File: src/inc/tmai_regs.svh
// Register offsets, bit positions and reset values of the alarm interrupt block
`ifndef TMAI_REGS_SVH
`define TMAI_REGS_SVH

// Register offsets on the plain register port
`define TMAI_ADDR_W          4
`define TMAI_OFF_STATUS_ONE  4'h0
`define TMAI_OFF_MASK_ONE    4'h1
`define TMAI_OFF_STATUS_TWO  4'h2
`define TMAI_OFF_MASK_TWO    4'h3
`define TMAI_OFF_CONTROL     4'h4

// Bit positions of the first status and mask registers
`define TMAI_B1_EIGHT_ZERO   7
`define TMAI_B1_SIXTEEN_ZERO 6
`define TMAI_B1_CARRIER_LOSS 5
`define TMAI_B1_YELLOW       4
`define TMAI_B1_LOSS_SYNC    3
`define TMAI_B1_ZERO_SUB     2
`define TMAI_B1_BLUE         1
`define TMAI_B1_ALIGN_CHG    0

// Bit positions of the second status and mask registers
`define TMAI_B2_SEVERE_FRM   7
`define TMAI_B2_CL_CLEAR     6
`define TMAI_B2_BLUE_CLEAR   5
`define TMAI_B2_FRAME_ERR    4
`define TMAI_B2_FE_SAT       3
`define TMAI_B2_OOF_SAT      2
`define TMAI_B2_CRC_SAT      1
`define TMAI_B2_BPV_SAT      0

// Control register bit: burst-mode reads keep status bits
`define TMAI_CTL_BURST       0

// Reset values
`define TMAI_RST_MASK        8'h00
`define TMAI_RST_STATUS      8'h00

// Saturation maxima of the error counters
`define TMAI_SAT_MAX8        8'hff
`define TMAI_SAT_MAX16       16'hffff

// Severe framing window: errors within a span of framing bits
`define TMAI_SEF_SPAN        6
`define TMAI_SEF_ERRS        2

`endif

File: src/inc/tmai_pkg.sv
// Types shared by the alarm interrupt block
package tmai_pkg;

	// Raw level conditions of the first status register
	typedef struct packed {
		logic eightZeroDetect;
		logic sixteenZeroDetect;
		logic carrierLoss;
		logic yellowAlarm;
		logic lossOfSync;
		logic zeroSubCodewordSeen;
		logic blueAlarm;
		logic frameAlignChange;
	} tmai_alarm_t;

	// One-cycle event pulses from the framer and counters
	typedef struct packed {
		logic framingBitSeen;
		logic frameBitError;
		logic oofEvent;
		logic crcErrEvent;
		logic bpvEvent;
	} tmai_event_t;

	// Read path state
	typedef enum logic [1:0] {
		TMAI_RD_IDLE = 2'b01,
		TMAI_RD_DATA = 2'b10
	} tmai_rd_t;

endpackage

File: src/rtl/tmai_alarm_irq.sv
// Alarm status latching, interrupt masks and interrupt output
`timescale 1ns/1ps
`include "tmai_regs.svh"

module tmai_alarm_irq
	import tmai_pkg::*;
#(
	parameter int CNT8_W  = 8,
	parameter int CNT16_W = 16
) (
	// Clock and reset
	input  wire logic                    ref_clk,
	input  wire logic                    rst_b,
	// Register port
	input  wire logic [`TMAI_ADDR_W-1:0] regAddr,
	input  wire logic [7:0]              regWrData,
	input  wire logic                    regWrStb,
	input  wire logic                    regRdStb,
	output logic      [7:0]              regRdData,
	// Alarm levels and event pulses from the framer, same clock
	input  wire tmai_alarm_t             alarmLevel,
	input  wire tmai_event_t             eventPulse,
	// Counter values, same clock
	input  wire logic [CNT8_W-1:0]       frameErrorCount,
	input  wire logic [CNT8_W-1:0]       outOfFrameCount,
	input  wire logic [CNT8_W-1:0]       crcErrorCount,
	input  wire logic [CNT16_W-1:0]      bipolarViolCount,
	// Interrupt to the host, active low
	output logic                         irq_b
);

	tmai_alarm_t     status1_q;
	logic [7:0]      status2_q;
	logic [7:0]      status2Set;
	logic [7:0]      status2Live;
	logic [7:0]      rxIrqMaskOne_q;
	logic [7:0]      rxIrqMaskTwo_q;
	logic            burstMode_q;
	logic            carrierLoss_q;
	logic            blueAlarm_q;
	logic [`TMAI_SEF_SPAN-1:0] frmErrHist_q;
	logic [`TMAI_SEF_SPAN-1:0] frmErrHist_d;
	logic            rdStatus1;
	logic            rdStatus2;
	logic            irqAny;

	// Counts ones in a framing error window
	function automatic logic [2:0] count_ones(
		input logic [`TMAI_SEF_SPAN-1:0] v
	);
		logic [2:0] n;
		n = 3'h0;
		for (int i = 0; i < `TMAI_SEF_SPAN; i++) begin
			n = n + {2'b00, v[i]};
		end
		return n;
	endfunction

	// True when a counter sits at its all-ones maximum
	function automatic logic at_max8(input logic [CNT8_W-1:0] c);
		return c == CNT8_W'(`TMAI_SAT_MAX8);
	endfunction

	assign rdStatus1 = regRdStb && (regAddr == `TMAI_OFF_STATUS_ONE);
	assign rdStatus2 = regRdStb && (regAddr == `TMAI_OFF_STATUS_TWO);

	// Mask and control registers written by software
	always_ff @(posedge ref_clk) begin
		if (!rst_b) begin
			rxIrqMaskOne_q <= `TMAI_RST_MASK;
			rxIrqMaskTwo_q <= `TMAI_RST_MASK;
			burstMode_q    <= 1'b0;
		end else if (regWrStb) begin
			case (regAddr)
				`TMAI_OFF_MASK_ONE: rxIrqMaskOne_q <= regWrData;
				`TMAI_OFF_MASK_TWO: rxIrqMaskTwo_q <= regWrData;
				`TMAI_OFF_CONTROL:  burstMode_q <= regWrData[`TMAI_CTL_BURST];
				default: ;
			endcase
		end
	end

	// History of previous alarm levels for clear-edge detection
	always_ff @(posedge ref_clk) begin
		if (!rst_b) begin
			carrierLoss_q <= 1'b0;
			blueAlarm_q   <= 1'b0;
		end else begin
			carrierLoss_q <= alarmLevel.carrierLoss;
			blueAlarm_q   <= alarmLevel.blueAlarm;
		end
	end

	// Shift in one entry per framing bit, 1 for an error
	always_comb begin
		frmErrHist_d = frmErrHist_q;
		if (eventPulse.framingBitSeen) begin
			frmErrHist_d = {frmErrHist_q[`TMAI_SEF_SPAN-2:0],
				eventPulse.frameBitError};
		end
	end

	always_ff @(posedge ref_clk) begin
		if (!rst_b) begin
			frmErrHist_q <= '0;
		end else begin
			frmErrHist_q <= frmErrHist_d;
		end
	end

	// Set terms of the second status register
	always_comb begin
		status2Set = 8'h00;
		status2Set[`TMAI_B2_SEVERE_FRM] = eventPulse.framingBitSeen &&
			eventPulse.frameBitError &&
			(count_ones(frmErrHist_d) >= 3'(`TMAI_SEF_ERRS));
		status2Set[`TMAI_B2_CL_CLEAR] = carrierLoss_q &&
			!alarmLevel.carrierLoss;
		status2Set[`TMAI_B2_BLUE_CLEAR] = blueAlarm_q &&
			!alarmLevel.blueAlarm;
		status2Set[`TMAI_B2_FRAME_ERR] = eventPulse.frameBitError;
		status2Set[`TMAI_B2_FE_SAT] = eventPulse.frameBitError &&
			at_max8(frameErrorCount);
		status2Set[`TMAI_B2_OOF_SAT] = eventPulse.oofEvent &&
			at_max8(outOfFrameCount);
		status2Set[`TMAI_B2_CRC_SAT] = eventPulse.crcErrEvent &&
			at_max8(crcErrorCount);
		status2Set[`TMAI_B2_BPV_SAT] = eventPulse.bpvEvent &&
			(bipolarViolCount == CNT16_W'(`TMAI_SAT_MAX16));
	end

	// Event bits have no lasting condition; only the set term keeps them
	assign status2Live = status2Set;

	// latch, clear on read unless burst or still present
	always_ff @(posedge ref_clk) begin
		if (!rst_b) begin
			status1_q <= tmai_alarm_t'(`TMAI_RST_STATUS);
		end else if (rdStatus1 && !burstMode_q) begin
			// Set wins over the read clear
			status1_q <= alarmLevel;
		end else begin
			status1_q <= status1_q | alarmLevel;
		end
	end

	// event latch, set wins over the read clear
	always_ff @(posedge ref_clk) begin
		if (!rst_b) begin
			status2_q <= `TMAI_RST_STATUS;
		end else if (rdStatus2 && !burstMode_q) begin
			status2_q <= status2Live;
		end else begin
			status2_q <= status2_q | status2Set;
		end
	end

	// Read data, one cycle after the strobe, zero otherwise
	always_ff @(posedge ref_clk) begin
		if (!rst_b) begin
			regRdData <= 8'h00;
		end else if (regRdStb) begin
			case (regAddr)
				`TMAI_OFF_STATUS_ONE: regRdData <= status1_q;
				`TMAI_OFF_MASK_ONE:   regRdData <= rxIrqMaskOne_q;
				`TMAI_OFF_STATUS_TWO: regRdData <= status2_q;
				`TMAI_OFF_MASK_TWO:   regRdData <= rxIrqMaskTwo_q;
				`TMAI_OFF_CONTROL:    regRdData <= {7'h00, burstMode_q};
				default:              regRdData <= 8'h00;
			endcase
		end else begin
			regRdData <= 8'h00;
		end
	end

	assign irqAny = |(status1_q & rxIrqMaskOne_q) |
		|(status2_q & rxIrqMaskTwo_q);

	// registered active-low output, one cycle behind status
	always_ff @(posedge ref_clk) begin
		if (!rst_b) begin
			irq_b <= 1'b1;
		end else begin
			irq_b <= !irqAny;
		end
	end
endmodule

File: config.mk
export PLATFORM = sky130hd
export DESIGN_NAME = tmai_alarm_irq
export DESIGN_NICKNAME = d
export VERILOG_FILES = /design/src/inc/tmai_pkg.sv /design/src/rtl/tmai_alarm_irq.sv
export VERILOG_INCLUDE_DIRS = /design/src /design/src/inc
export SDC_FILE = /design/constraint.sdc
export NUM_CORES = 1
export LEC_CHECK = 0
export ABC_AREA = 1
export BUFFER_PORTS_ARGS = -buffer_cell sky130_fd_sc_hd__buf_2
export CORE_MARGIN = 2
export CORE_UTILIZATION = 35
export CTS_CLUSTER_SIZE = 20
export DETAILED_ROUTE_END_ITERATION = 7
export SLEW_MARGIN = 20
export SYNTH_ARGS = -nofsm -noshare
export SYNTH_HDL_FRONTEND = slang
export SYNTH_SLANG_ARGS = --single-unit
File: constraint.sdc
create_clock -name ref_clk -period 3.55 [get_ports ref_clk]
set_input_delay 0.5325 -clock ref_clk [delete_from_list [all_inputs] [get_ports ref_clk]]
set_output_delay 0.5325 -clock ref_clk [all_outputs]
set_load 0.02 [all_outputs]
==> results.ini, run 1 <==
[layout]
nNetsFinal = 483
area_growth_pct = 23.5
mostFrequentLayoutCell = nand2_1
drive_gt1_frac = 0.233
diodes = 0
final_cell_mix = nand2_1 (96), buf_2 (77), nor2_1 (52)

[cts]
hold_buffers = 0
cts.path.max_buffers = 2
clock-sinks = 50
cts_buffers = 5
clockRootBuffer = clkbuf_8
post-cts-setup-buffers = 0
clkSlewWorstSetupHoldPaths_ps = 80
clkLatencyLatePin_ps = 310
cts_resized = 0
cts_tree = built
htree_levels = 2

[yosys]
synthesis.nets = 406
avgSynthCellArea_um2 = 6.91
yosysWarnings = 0
seq_area_frac_synth = 0.434
synth_cell_types = 24
ys_seq_elements = 50
synthCells = 334
synth_area_um2 = 2310

[routing]
antenna_left = 0
first_pass_iters = 4
first_iter_violations = 128
drcViolationCount = 0
totalWireLength_um = 5900
viasPerCell = 4.80
vias = 2348
post_drt_wl_per_cell_um = 12.1

[critical_path]
critical_path_depth = 12
critPathRequiredTime_ps = 3730
worstPathCellList = buf_2, inv_1, nand2_1, nand2_1, fa_1, inv_1, fa_1, or2_2, fa_1, nand2_1, nand3_1, a21oi_1
rr_worst_depth = 10
critPathTopFamily = adder cells
critical_path.max_fanout = 8
slowest_delay_ps = 530
critPathBufInv = 3
critPathLaunchType = input port
arrival_ps = 2970
critPathSlowestCell = fa_1
cp-end-kind = flop
criticalPathCategory = in2reg

[placement]
port-buffer-count = 77
dp_hpwl_um = 4530
gp_congestion = 0.847

[global_route]
grt_antenna_before_repair = 0
grt_pass1_vias = 2170
grt_start_max_net_pins = 34
grt_pass1_wl_um = 9800
grt_usage = 0.172
gr-total-overflow = 0

[min_path]
whs_path_depth = 3
hp-class = in2reg

[floorplanning]
fp-row-count = 29
core_area_um2 = 6350
die_w_um = 85.2
dieArea_um2 = 7260
die_h_um = 85.2
initial_utilization = 0.363
ioPinCount = 78

[timing]
layout_min_cycle_time_ps = 2790
rsz0062_at_grt = false
min_period_over_period = 0.786
setup_tns_ps = 0
setup_viol = 0
clock_skew_ps = 9.89
fmax_mhz = 358
report.final.slew_viol_count = 0
finalHoldViolCount = 0
worst_slew_pin_slew_ps = 620
slew_headroom = 0.585

[power_and_ir_drop]
total_power_mw = 1.05
cellPowerDensity_nw_per_um2 = 368
p_leak_nw = 1.30
vdd_drop_max_uv = 185

[run_status]
status = completed

[run]
maxCapViolations = 0

[cells in the mapped netlist]
cell       n  area (um2)
o21ai_0    3        15.0
nor2_2     1        6.26
clkbuf_1   3        11.3
mux2i_1    1        10.0
clkinv_1   1        3.75
a21oi_1   32         160
nand2_2    1        6.26
nand3_1   48         240
nand2_1   96         360
dfxtp_1   50        1000
clkinv_4   1        8.76
buf_1      1        3.75
nand3_2    1        10.0
buf_2      3        15.0
nand3_4    1        17.5
nor2_1    52         195
fa_1       3        60.1
nor2_4     3        33.8
buf_4      2        15.0
or2_2      1        6.26
inv_1     23        86.3
inv_2      1        3.75
nand4_1    4        25.0
and3_1     2        12.5
[routing by layer]
| layer | vias up | share of wire | track usage |
|---|---|---|---|
| li1 | 1225 | - | - |
| met1 | 1002 | 0.44 | 0.212 |
| met2 | 111 | 0.46 | 0.289 |
| met3 | 10 | 0.074 | 0.0409 |
| met4 | 0 | 0.022 | 0.0664 |
| met5 | - | 0 | 0 |
[registers in the layout, summed over array words and instances, names as in the netlist]
signal and flops:
blueAlarm_q 1, regRdData 8, rxIrqMaskTwo_q 8, frmErrHist_q 6, status1_q 8, status2_q 8, rxIrqMaskOne_q 8, irq_b 1
burstMode_q 1, carrierLoss_q 1
[metrics by stage]
stage	cell area [um2]	hold WS, ps	util	cells	setup WS, ps
after global placement	2760	436	0.434	481	516
after detailed placement	2760	441	0.434	481	452
after global routing	2850	434	0.449	489	572
after CTS	2850	429	0.449	489	783
final	2850	433	0.449	489	760
after floorplan	2310	429	-	334	610
[layout make-up]
| type | count | area, um2 |
|---|---|---|
| well taps | 77 | 96.3 |
| fillers | 672 | 3500 |
| repair buffers | 79 | 400 |
| clock inverters | 1 | 5.00 |
| clock buffers | 7 | 86.3 |
| multi-input cells | 249 | 1160 |
| flip-flops and latches | 50 | 1000 |
| inverters | 26 | 103 |
[worst min-delay path: stages]
cell and delay (ps):
buf_2 80, a21oi_1 30, nor2_1 60
[cell families after synthesis]
kind of cell	after synthesis	synth area share
DFF	50	0.434
buffers and inverters	35	0.0640
and+or+nand+nor	210	0.396
AOI/OAI and AO/OA	35	0.0759
muxes	1	0.00434
adders and majority gates	3	0.0260
[report_power, final]
group / internal [mW] / switching (mW) / total [mW] / leakage [nW]
Combinational: 0.0519 / 0.0698 / 0.122 / 0.848
Sequential: 0.577 / 0.0120 / 0.590 / 0.408
Clock: 0.157 / 0.179 / 0.337 / 0.0482
Total: 0.787 / 0.261 / 1.05 / 1.30
[final timing paths]
path / from / endpoint / slack (ps)
worst min-delay path: alarmLevel[6] / status1_q[6] / 430
worst max-delay path: eventPulse[4] / status2_q[7] / 760
worst min register to register: carrierLoss_q / status2_q[6] / 450
worst max register to register: frmErrHist_q[0] / status2_q[7] / 950
Note: power is estimated with default switching activity, not from simulation.
==> run 2, diff against run 1 <==
- clock period: 3.55 -> 2.6 ns (I/O delays scaled with it)
==> run 2 against run 1 <==
Effect of this change:
- via count rose by 0.55%
- clock power rose by 35%
- total power rose by 37%
- highest routed layer unchanged
- core utilization rose by 0.83 points
- critical path type is now reg2reg
- routed wire length rose by 0.17%
- sequential cell count did not move
- register-to-register slack got worse by 800 ps
- sequential share of layout area fell by 0.55 points
- hold slack got worse by 130 ps
==> results.ini, run 2 (synthesis gave the netlist of run 1 again) <==
[routing]
viasPerCell = 4.78  ; -0.46%
post_drt_wl_per_cell_um = 12.0  ; -0.84%
first_iter_violations = 105  ; -18%
antenna_left = 0  ; unchanged
first_pass_iters = 4  ; unchanged
totalWireLength_um = 5910  ; +0.17%
drcViolationCount = 0  ; unchanged
vias = 2361  ; +0.55%

[critical_path]
criticalPathCategory = reg2reg
cp-end-kind = flop
critPathRequiredTime_ps = 2790  ; -940 ps
rr_worst_depth = 10  ; unchanged
arrival_ps = 2630  ; -340 ps
r2r_slack_ps = 150  ; -800 ps
critical_path.max_fanout = 2  ; -6
critPathLaunchType = flop

[layout]
utilization = 0.457  ; +0.00828
fillers = 668  ; -0.60%
drive_gt1_frac = 0.257  ; +0.0236
diodes = 0  ; unchanged
mostFrequentLayoutCell = nand2_1
area_growth_pct = 25.8
nNetsFinal = 488  ; +1.0%
multi_input_area_um2 = 1170  ; +0.86%
final_cell_mix = nand2_1 (93), buf_2 (77), nor2_1 (52)
seqCellArea_um2 = 1000  ; +0.25%

[cts]
clkLatencyLatePin_ps = 290  ; -20 ps
clkSlewWorstSetupHoldPaths_ps = 90  ; about the same
clockRootBuffer = clkbuf_8
hold_buffers = 0  ; unchanged
clock-sinks = 50  ; unchanged
cts_buffers = 5  ; unchanged
post-cts-setup-buffers = 0  ; unchanged
htree_levels = 2  ; unchanged
cts.path.max_buffers = 2  ; unchanged
cts_resized = 0  ; unchanged
cts_tree = built

[run_status]
status = completed

[floorplanning]
initial_utilization = 0.363  ; unchanged
die_h_um = 85.2  ; unchanged
ioPinCount = 78  ; unchanged
die_w_um = 85.2  ; unchanged
dieArea_um2 = 7260  ; unchanged
core_area_um2 = 6350  ; unchanged
fp-row-count = 29  ; unchanged

[min_path]
hp-class = in2reg
whs_path_depth = 3  ; unchanged

[global_route]
grt_pass1_wl_um = 10300  ; +4.9%
grt_antenna_before_repair = 0  ; unchanged
grt_start_max_net_pins = 30  ; -12%
grt_usage = 0.177  ; +0.00548
gr-total-overflow = 0  ; unchanged
grt_pass1_vias = 2277  ; +4.9%

[timing]
report.final.slew_viol_count = 0  ; unchanged
hold_slack_ps = 299  ; -134 ps
clock_skew_ps = 8.68  ; -1.21 ps
slew_headroom = 0.741  ; +0.156
worst_slew_pin_slew_ps = 387  ; -233 ps
layout_min_cycle_time_ps = 2450
fmax_mhz = 408
rsz0062_at_grt = true
finalHoldViolCount = 0  ; unchanged
setup_viol = 0  ; unchanged
min_period_over_period = 0.942

[power_and_ir_drop]
cellPowerDensity_nw_per_um2 = 494  ; +34%
p_leak_nw = 1.33  ; +1.9%
vdd_drop_max_uv = 275  ; +49%

[placement]
gp_congestion = 0.844  ; -0.32%
dp_hpwl_um = 4600  ; +1.6%
port-buffer-count = 77  ; unchanged

[run]
maxCapViolations = 0  ; unchanged

-- run 2: changes by cell type in the layout (fill, tap and decap cells not counted) --
cell and delta:
nand2_1 -3, inv_1 -1, inv_4 +1, dfxtp_2 +2, buf_4 +5, or2_2 -1, nand2_2 +3, dfxtp_1 -2
or2_4 +1
-- run 2: critical path, stage by stage, from the launching register on --
cell,delay [ps]
dfxtp_2,340
nand2_1,100
nand2_2,70
fa_1,490
inv_1,50
fa_1,430
or2_4,240
fa_1,480
nand2_1,50
nand3_1,60
a21oi_1,50
-- run 2: per-layer routing --
| layer | wire length, um | GRT usage | share of wire | vias to the layer above |
|---|---|---|---|---|
| met5 | 0 | 0 | 0 | - |
| li1 | - | - | - | 1239 |
| met2 | 2810 | 0.303 | 0.48 | 83 |
| met1 | 2680 | 0.227 | 0.45 | 1037 |
| met4 | 34 | 0.0433 | 0.0058 | 0 |
| met3 | 374 | 0.0379 | 0.063 | 2 |
-- run 2: worst paths after layout --
kind | from | to
worst max-delay path | frmErrHist_q[0] | status2_q[7]
worst min-delay path | alarmLevel[7] | status1_q[7]
worst max register to register | frmErrHist_q[0] | status2_q[7]
worst min register to register | blueAlarm_q | status2_q[5]
-- run 2: area by class of cell --
cell class	count	area share
multi-input cells	249	0.403
flip-flops and latches	50	0.346
repair buffers	84	0.151
inverters	26	0.0362
well taps	77	0.0332
clock buffers	7	0.0297
clock inverters	1	0.00172
-- run 2: stage by stage --
step | TNS, ps | area [um2] | power (mW) | worst slack, ps | cells
4_1_cts | 0 | 2900 | 1.45 | 142 | 494
6_report | 0 | 2900 | 1.43 | 152 | 494
3_5_place_dp | -115 | 2810 | 0.997 | -115 | 486
5_1_grt | -5.96 | 2900 | 1.51 | -5.96 | 494
2_1_floorplan | -2.60 | 2330 | 0.911 | -2.60 | 334
3_3_place_gp | -96.5 | 2810 | 0.993 | -96.5 | 486
-- run 2: power by group --
| part | switching, mW | leakage, nW | total (mW) | internal [mW] |
|---|---|---|---|---|
| clock network | 0.241 | 0.0482 | 0.456 | 0.215 |
| logic | 0.0964 | 0.872 | 0.172 | 0.0756 |
| registers | 0.0165 | 0.409 | 0.805 | 0.789 |
==> run 3, diff against run 2 <==
==> constraint.sdc (replaced) <==
create_clock -name ref_clk -period 2.6 [get_ports ref_clk]
set_input_delay 0 -clock ref_clk [delete_from_list [all_inputs] [get_ports ref_clk]]
set_output_delay 0 -clock ref_clk [all_outputs]
set_load 0.02 [all_outputs]
==> run 3 against run 2 <==
Effect of this change:
- die area did not move
- hold slack lost 270 ps
- count of clock-buffer cells in the layout did not move
- total power up 1.9%
- worst setup slack lost 69 ps
- routed wire length decreased by 0.85%
- clock power about the same
- critical path type unchanged
- critical endpoint unchanged
==> results.ini, run 3 (synthesis gave the netlist of run 1 again) <==
[power_and_ir_drop]
cellPowerDensity_nw_per_um2 = 468  ; -5.2%
p_leak_nw = 1.41  ; +6.1%
swShare = 0.247  ; +0.000312
p_clk_frac = 0.315  ; -0.003
seq_power_share = 0.551  ; -0.011
p_switching_mw = 0.361  ; +2.0%
internal_power_mw = 1.10  ; +1.8%
vdd_drop_max_uv = 247  ; -10%
pwr-share-comb = 0.134  ; +0.014

[routing]
vias = 2445  ; +3.6%
drcViolationCount = 0  ; unchanged
post_drt_wl_per_cell_um = 11.4  ; -4.9%
first_pass_iters = 4  ; unchanged
totalWireLength_um = 5860  ; -0.85%
viasPerCell = 4.75  ; -0.66%
first_iter_violations = 146  ; +39%
antenna_left = 0  ; unchanged

[global_route]
grt.busiest_layer = met2
grt_usage = 0.175  ; -0.00220
grt_start_max_net_pins = 34  ; +13%
use_met2 = 0.290  ; -0.0128
grt_pass1_wl_um = 10100  ; -1.9%
grt_pass1_vias = 2266  ; -0.48%
grt_util_met3 = 0.0340  ; -0.00389
gr-total-overflow = 0  ; unchanged
grt_antenna_before_repair = 0  ; unchanged
use_met1 = 0.228  ; +0.000742

[placement]
gp_congestion = 0.873  ; +3.4%
dp.cells = 482  ; -0.82%
dp_hpwl_um = 4470  ; -2.9%
placed_area_um2 = 2770  ; -1.4%
port-buffer-count = 77  ; unchanged

[critical_path]
critPathRequiredTime_ps = 2780  ; about the same
r2r-start = frmErrHist_q[0]
critPathLaunchType = flop
arrival_ps = 2700  ; +70 ps
crit_path_start = frmErrHist_q[0]
critical_path.max_fanout = 2  ; unchanged
cp-end-kind = flop
criticalPathCategory = reg2reg

[cts]
htree_levels = 2  ; unchanged
clkLatencyLatePin_ps = 300  ; about the same
clock-sinks = 50  ; unchanged
clockRootBuffer = clkbuf_8
cts_buffers = 5  ; unchanged
cts.path.max_buffers = 2  ; unchanged
post-cts-setup-buffers = 0  ; unchanged
cts_tree = built
clkSlewWorstSetupHoldPaths_ps = 80  ; about the same

[floorplanning]
dieArea_um2 = 7260  ; unchanged
fp-row-count = 29  ; unchanged
core_area_um2 = 6350  ; unchanged
initial_utilization = 0.363  ; unchanged
die_h_um = 85.2  ; unchanged
die_w_um = 85.2  ; unchanged
ioPinCount = 78  ; unchanged

[layout]
final_cell_mix = nand2_1 (94), buf_2 (77), nor2_1 (52)
drive_gt1_frac = 0.231  ; -0.0260
diodes = 0  ; unchanged
mostFrequentLayoutCell = nand2_1
area_growth_pct = 35.1
nNetsFinal = 509  ; +4.3%
fillers = 665  ; -0.45%
design_area_um2 = 3120  ; +7.4%
final_cells = 515  ; +4.3%

[timing]
report.final.slew_viol_count = 0  ; unchanged
min_period_over_period = 0.968  ; +0.0264
setup_tns_ps = 0  ; unchanged
layout_min_cycle_time_ps = 2520  ; +68.8 ps
rsz0062_at_grt = true
slew_headroom = 0.727  ; -0.0142
fmax_mhz = 397  ; -2.7%
setup_viol = 0  ; unchanged
hold_slack_ps = 26.8  ; -272 ps
finalHoldViolCount = 0  ; unchanged
clock_skew_ps = 7.52  ; -1.16 ps
worst_slew_pin_slew_ps = 409  ; +21.2 ps

[min_path]
hp-class = in2reg
hp-start = eventPulse[4]

[run]
maxCapViolations = 0  ; unchanged

[run_status]
status = completed

[run 3: final cells by class]
| cell class | count | area, um2 | share of cell area |
|---|---|---|---|
| multi-input cells | 249 | 1170 | 0.374 |
| clock buffers | 7 | 86.3 | 0.0277 |
| well taps | 77 | 96.3 | 0.0309 |
| flip-flops and latches | 50 | 1000 | 0.322 |
| inverters | 26 | 103 | 0.0329 |
| clock inverters | 1 | 5.00 | 0.00161 |
| repair buffers | 105 | 658 | 0.211 |
[run 3: path summary, 6_finish.rpt]
check | endpoint | slack [ps] | cells after the start
worst max-delay path | status2_q[7] | 80 | 10
worst min-delay path | frmErrHist_q[1] | 30 | 3
worst max register to register | status2_q[7] | 80 | 10
worst min register to register | status2_q[6] | 450 | 2
[run 3: power groups by stage]
stage	sequential, mW	combinational, mW	clock, mW
finish	0.805	0.195	0.459
global route	0.808	0.223	0.507
CTS	0.805	0.194	0.480
detailed placement	0.823	0.167	0
global placement	0.822	0.164	0
floorplan	0.819	0.0878	0
[run 3: worst max-delay path, cell delays in order (launching register included)]
cell and delay [ps]:
dfxtp_2 330, nand2_2 70, nand2_2 50, fa_1 520, inv_1 50, fa_1 460, or2_4 240, fa_1 490
nand2_1 50, nand3_1 60, a21oi_1 60
[run 3: layer usage]
layer	wire, um	up-vias
li1	-	1276
met1	2660	1076
met2	2730	85
met3	382	8
met4	85	0
met5	0	-
[run 3: stage by stage]
stage / total power, mW / setup slack, ps / utilization
final: 1.46 / 82.9 / 0.491
after global placement: 0.986 / 86.2 / 0.436
after global routing: 1.54 / -24.5 / 0.491
after floorplan: 0.907 / 140 / -
after detailed placement: 0.989 / 36.9 / 0.436
after CTS: 1.48 / 7.02 / 0.489
[run 3: repair_timing]
| action | in CTS | in global routing |
|---|---|---|
| resized for setup | 0 | 5 |
| endpoints found under the hold margin | 36 | 0 |
| endpoints found under the setup margin | 0 | 1 |
| hold buffers | 25 | 0 |
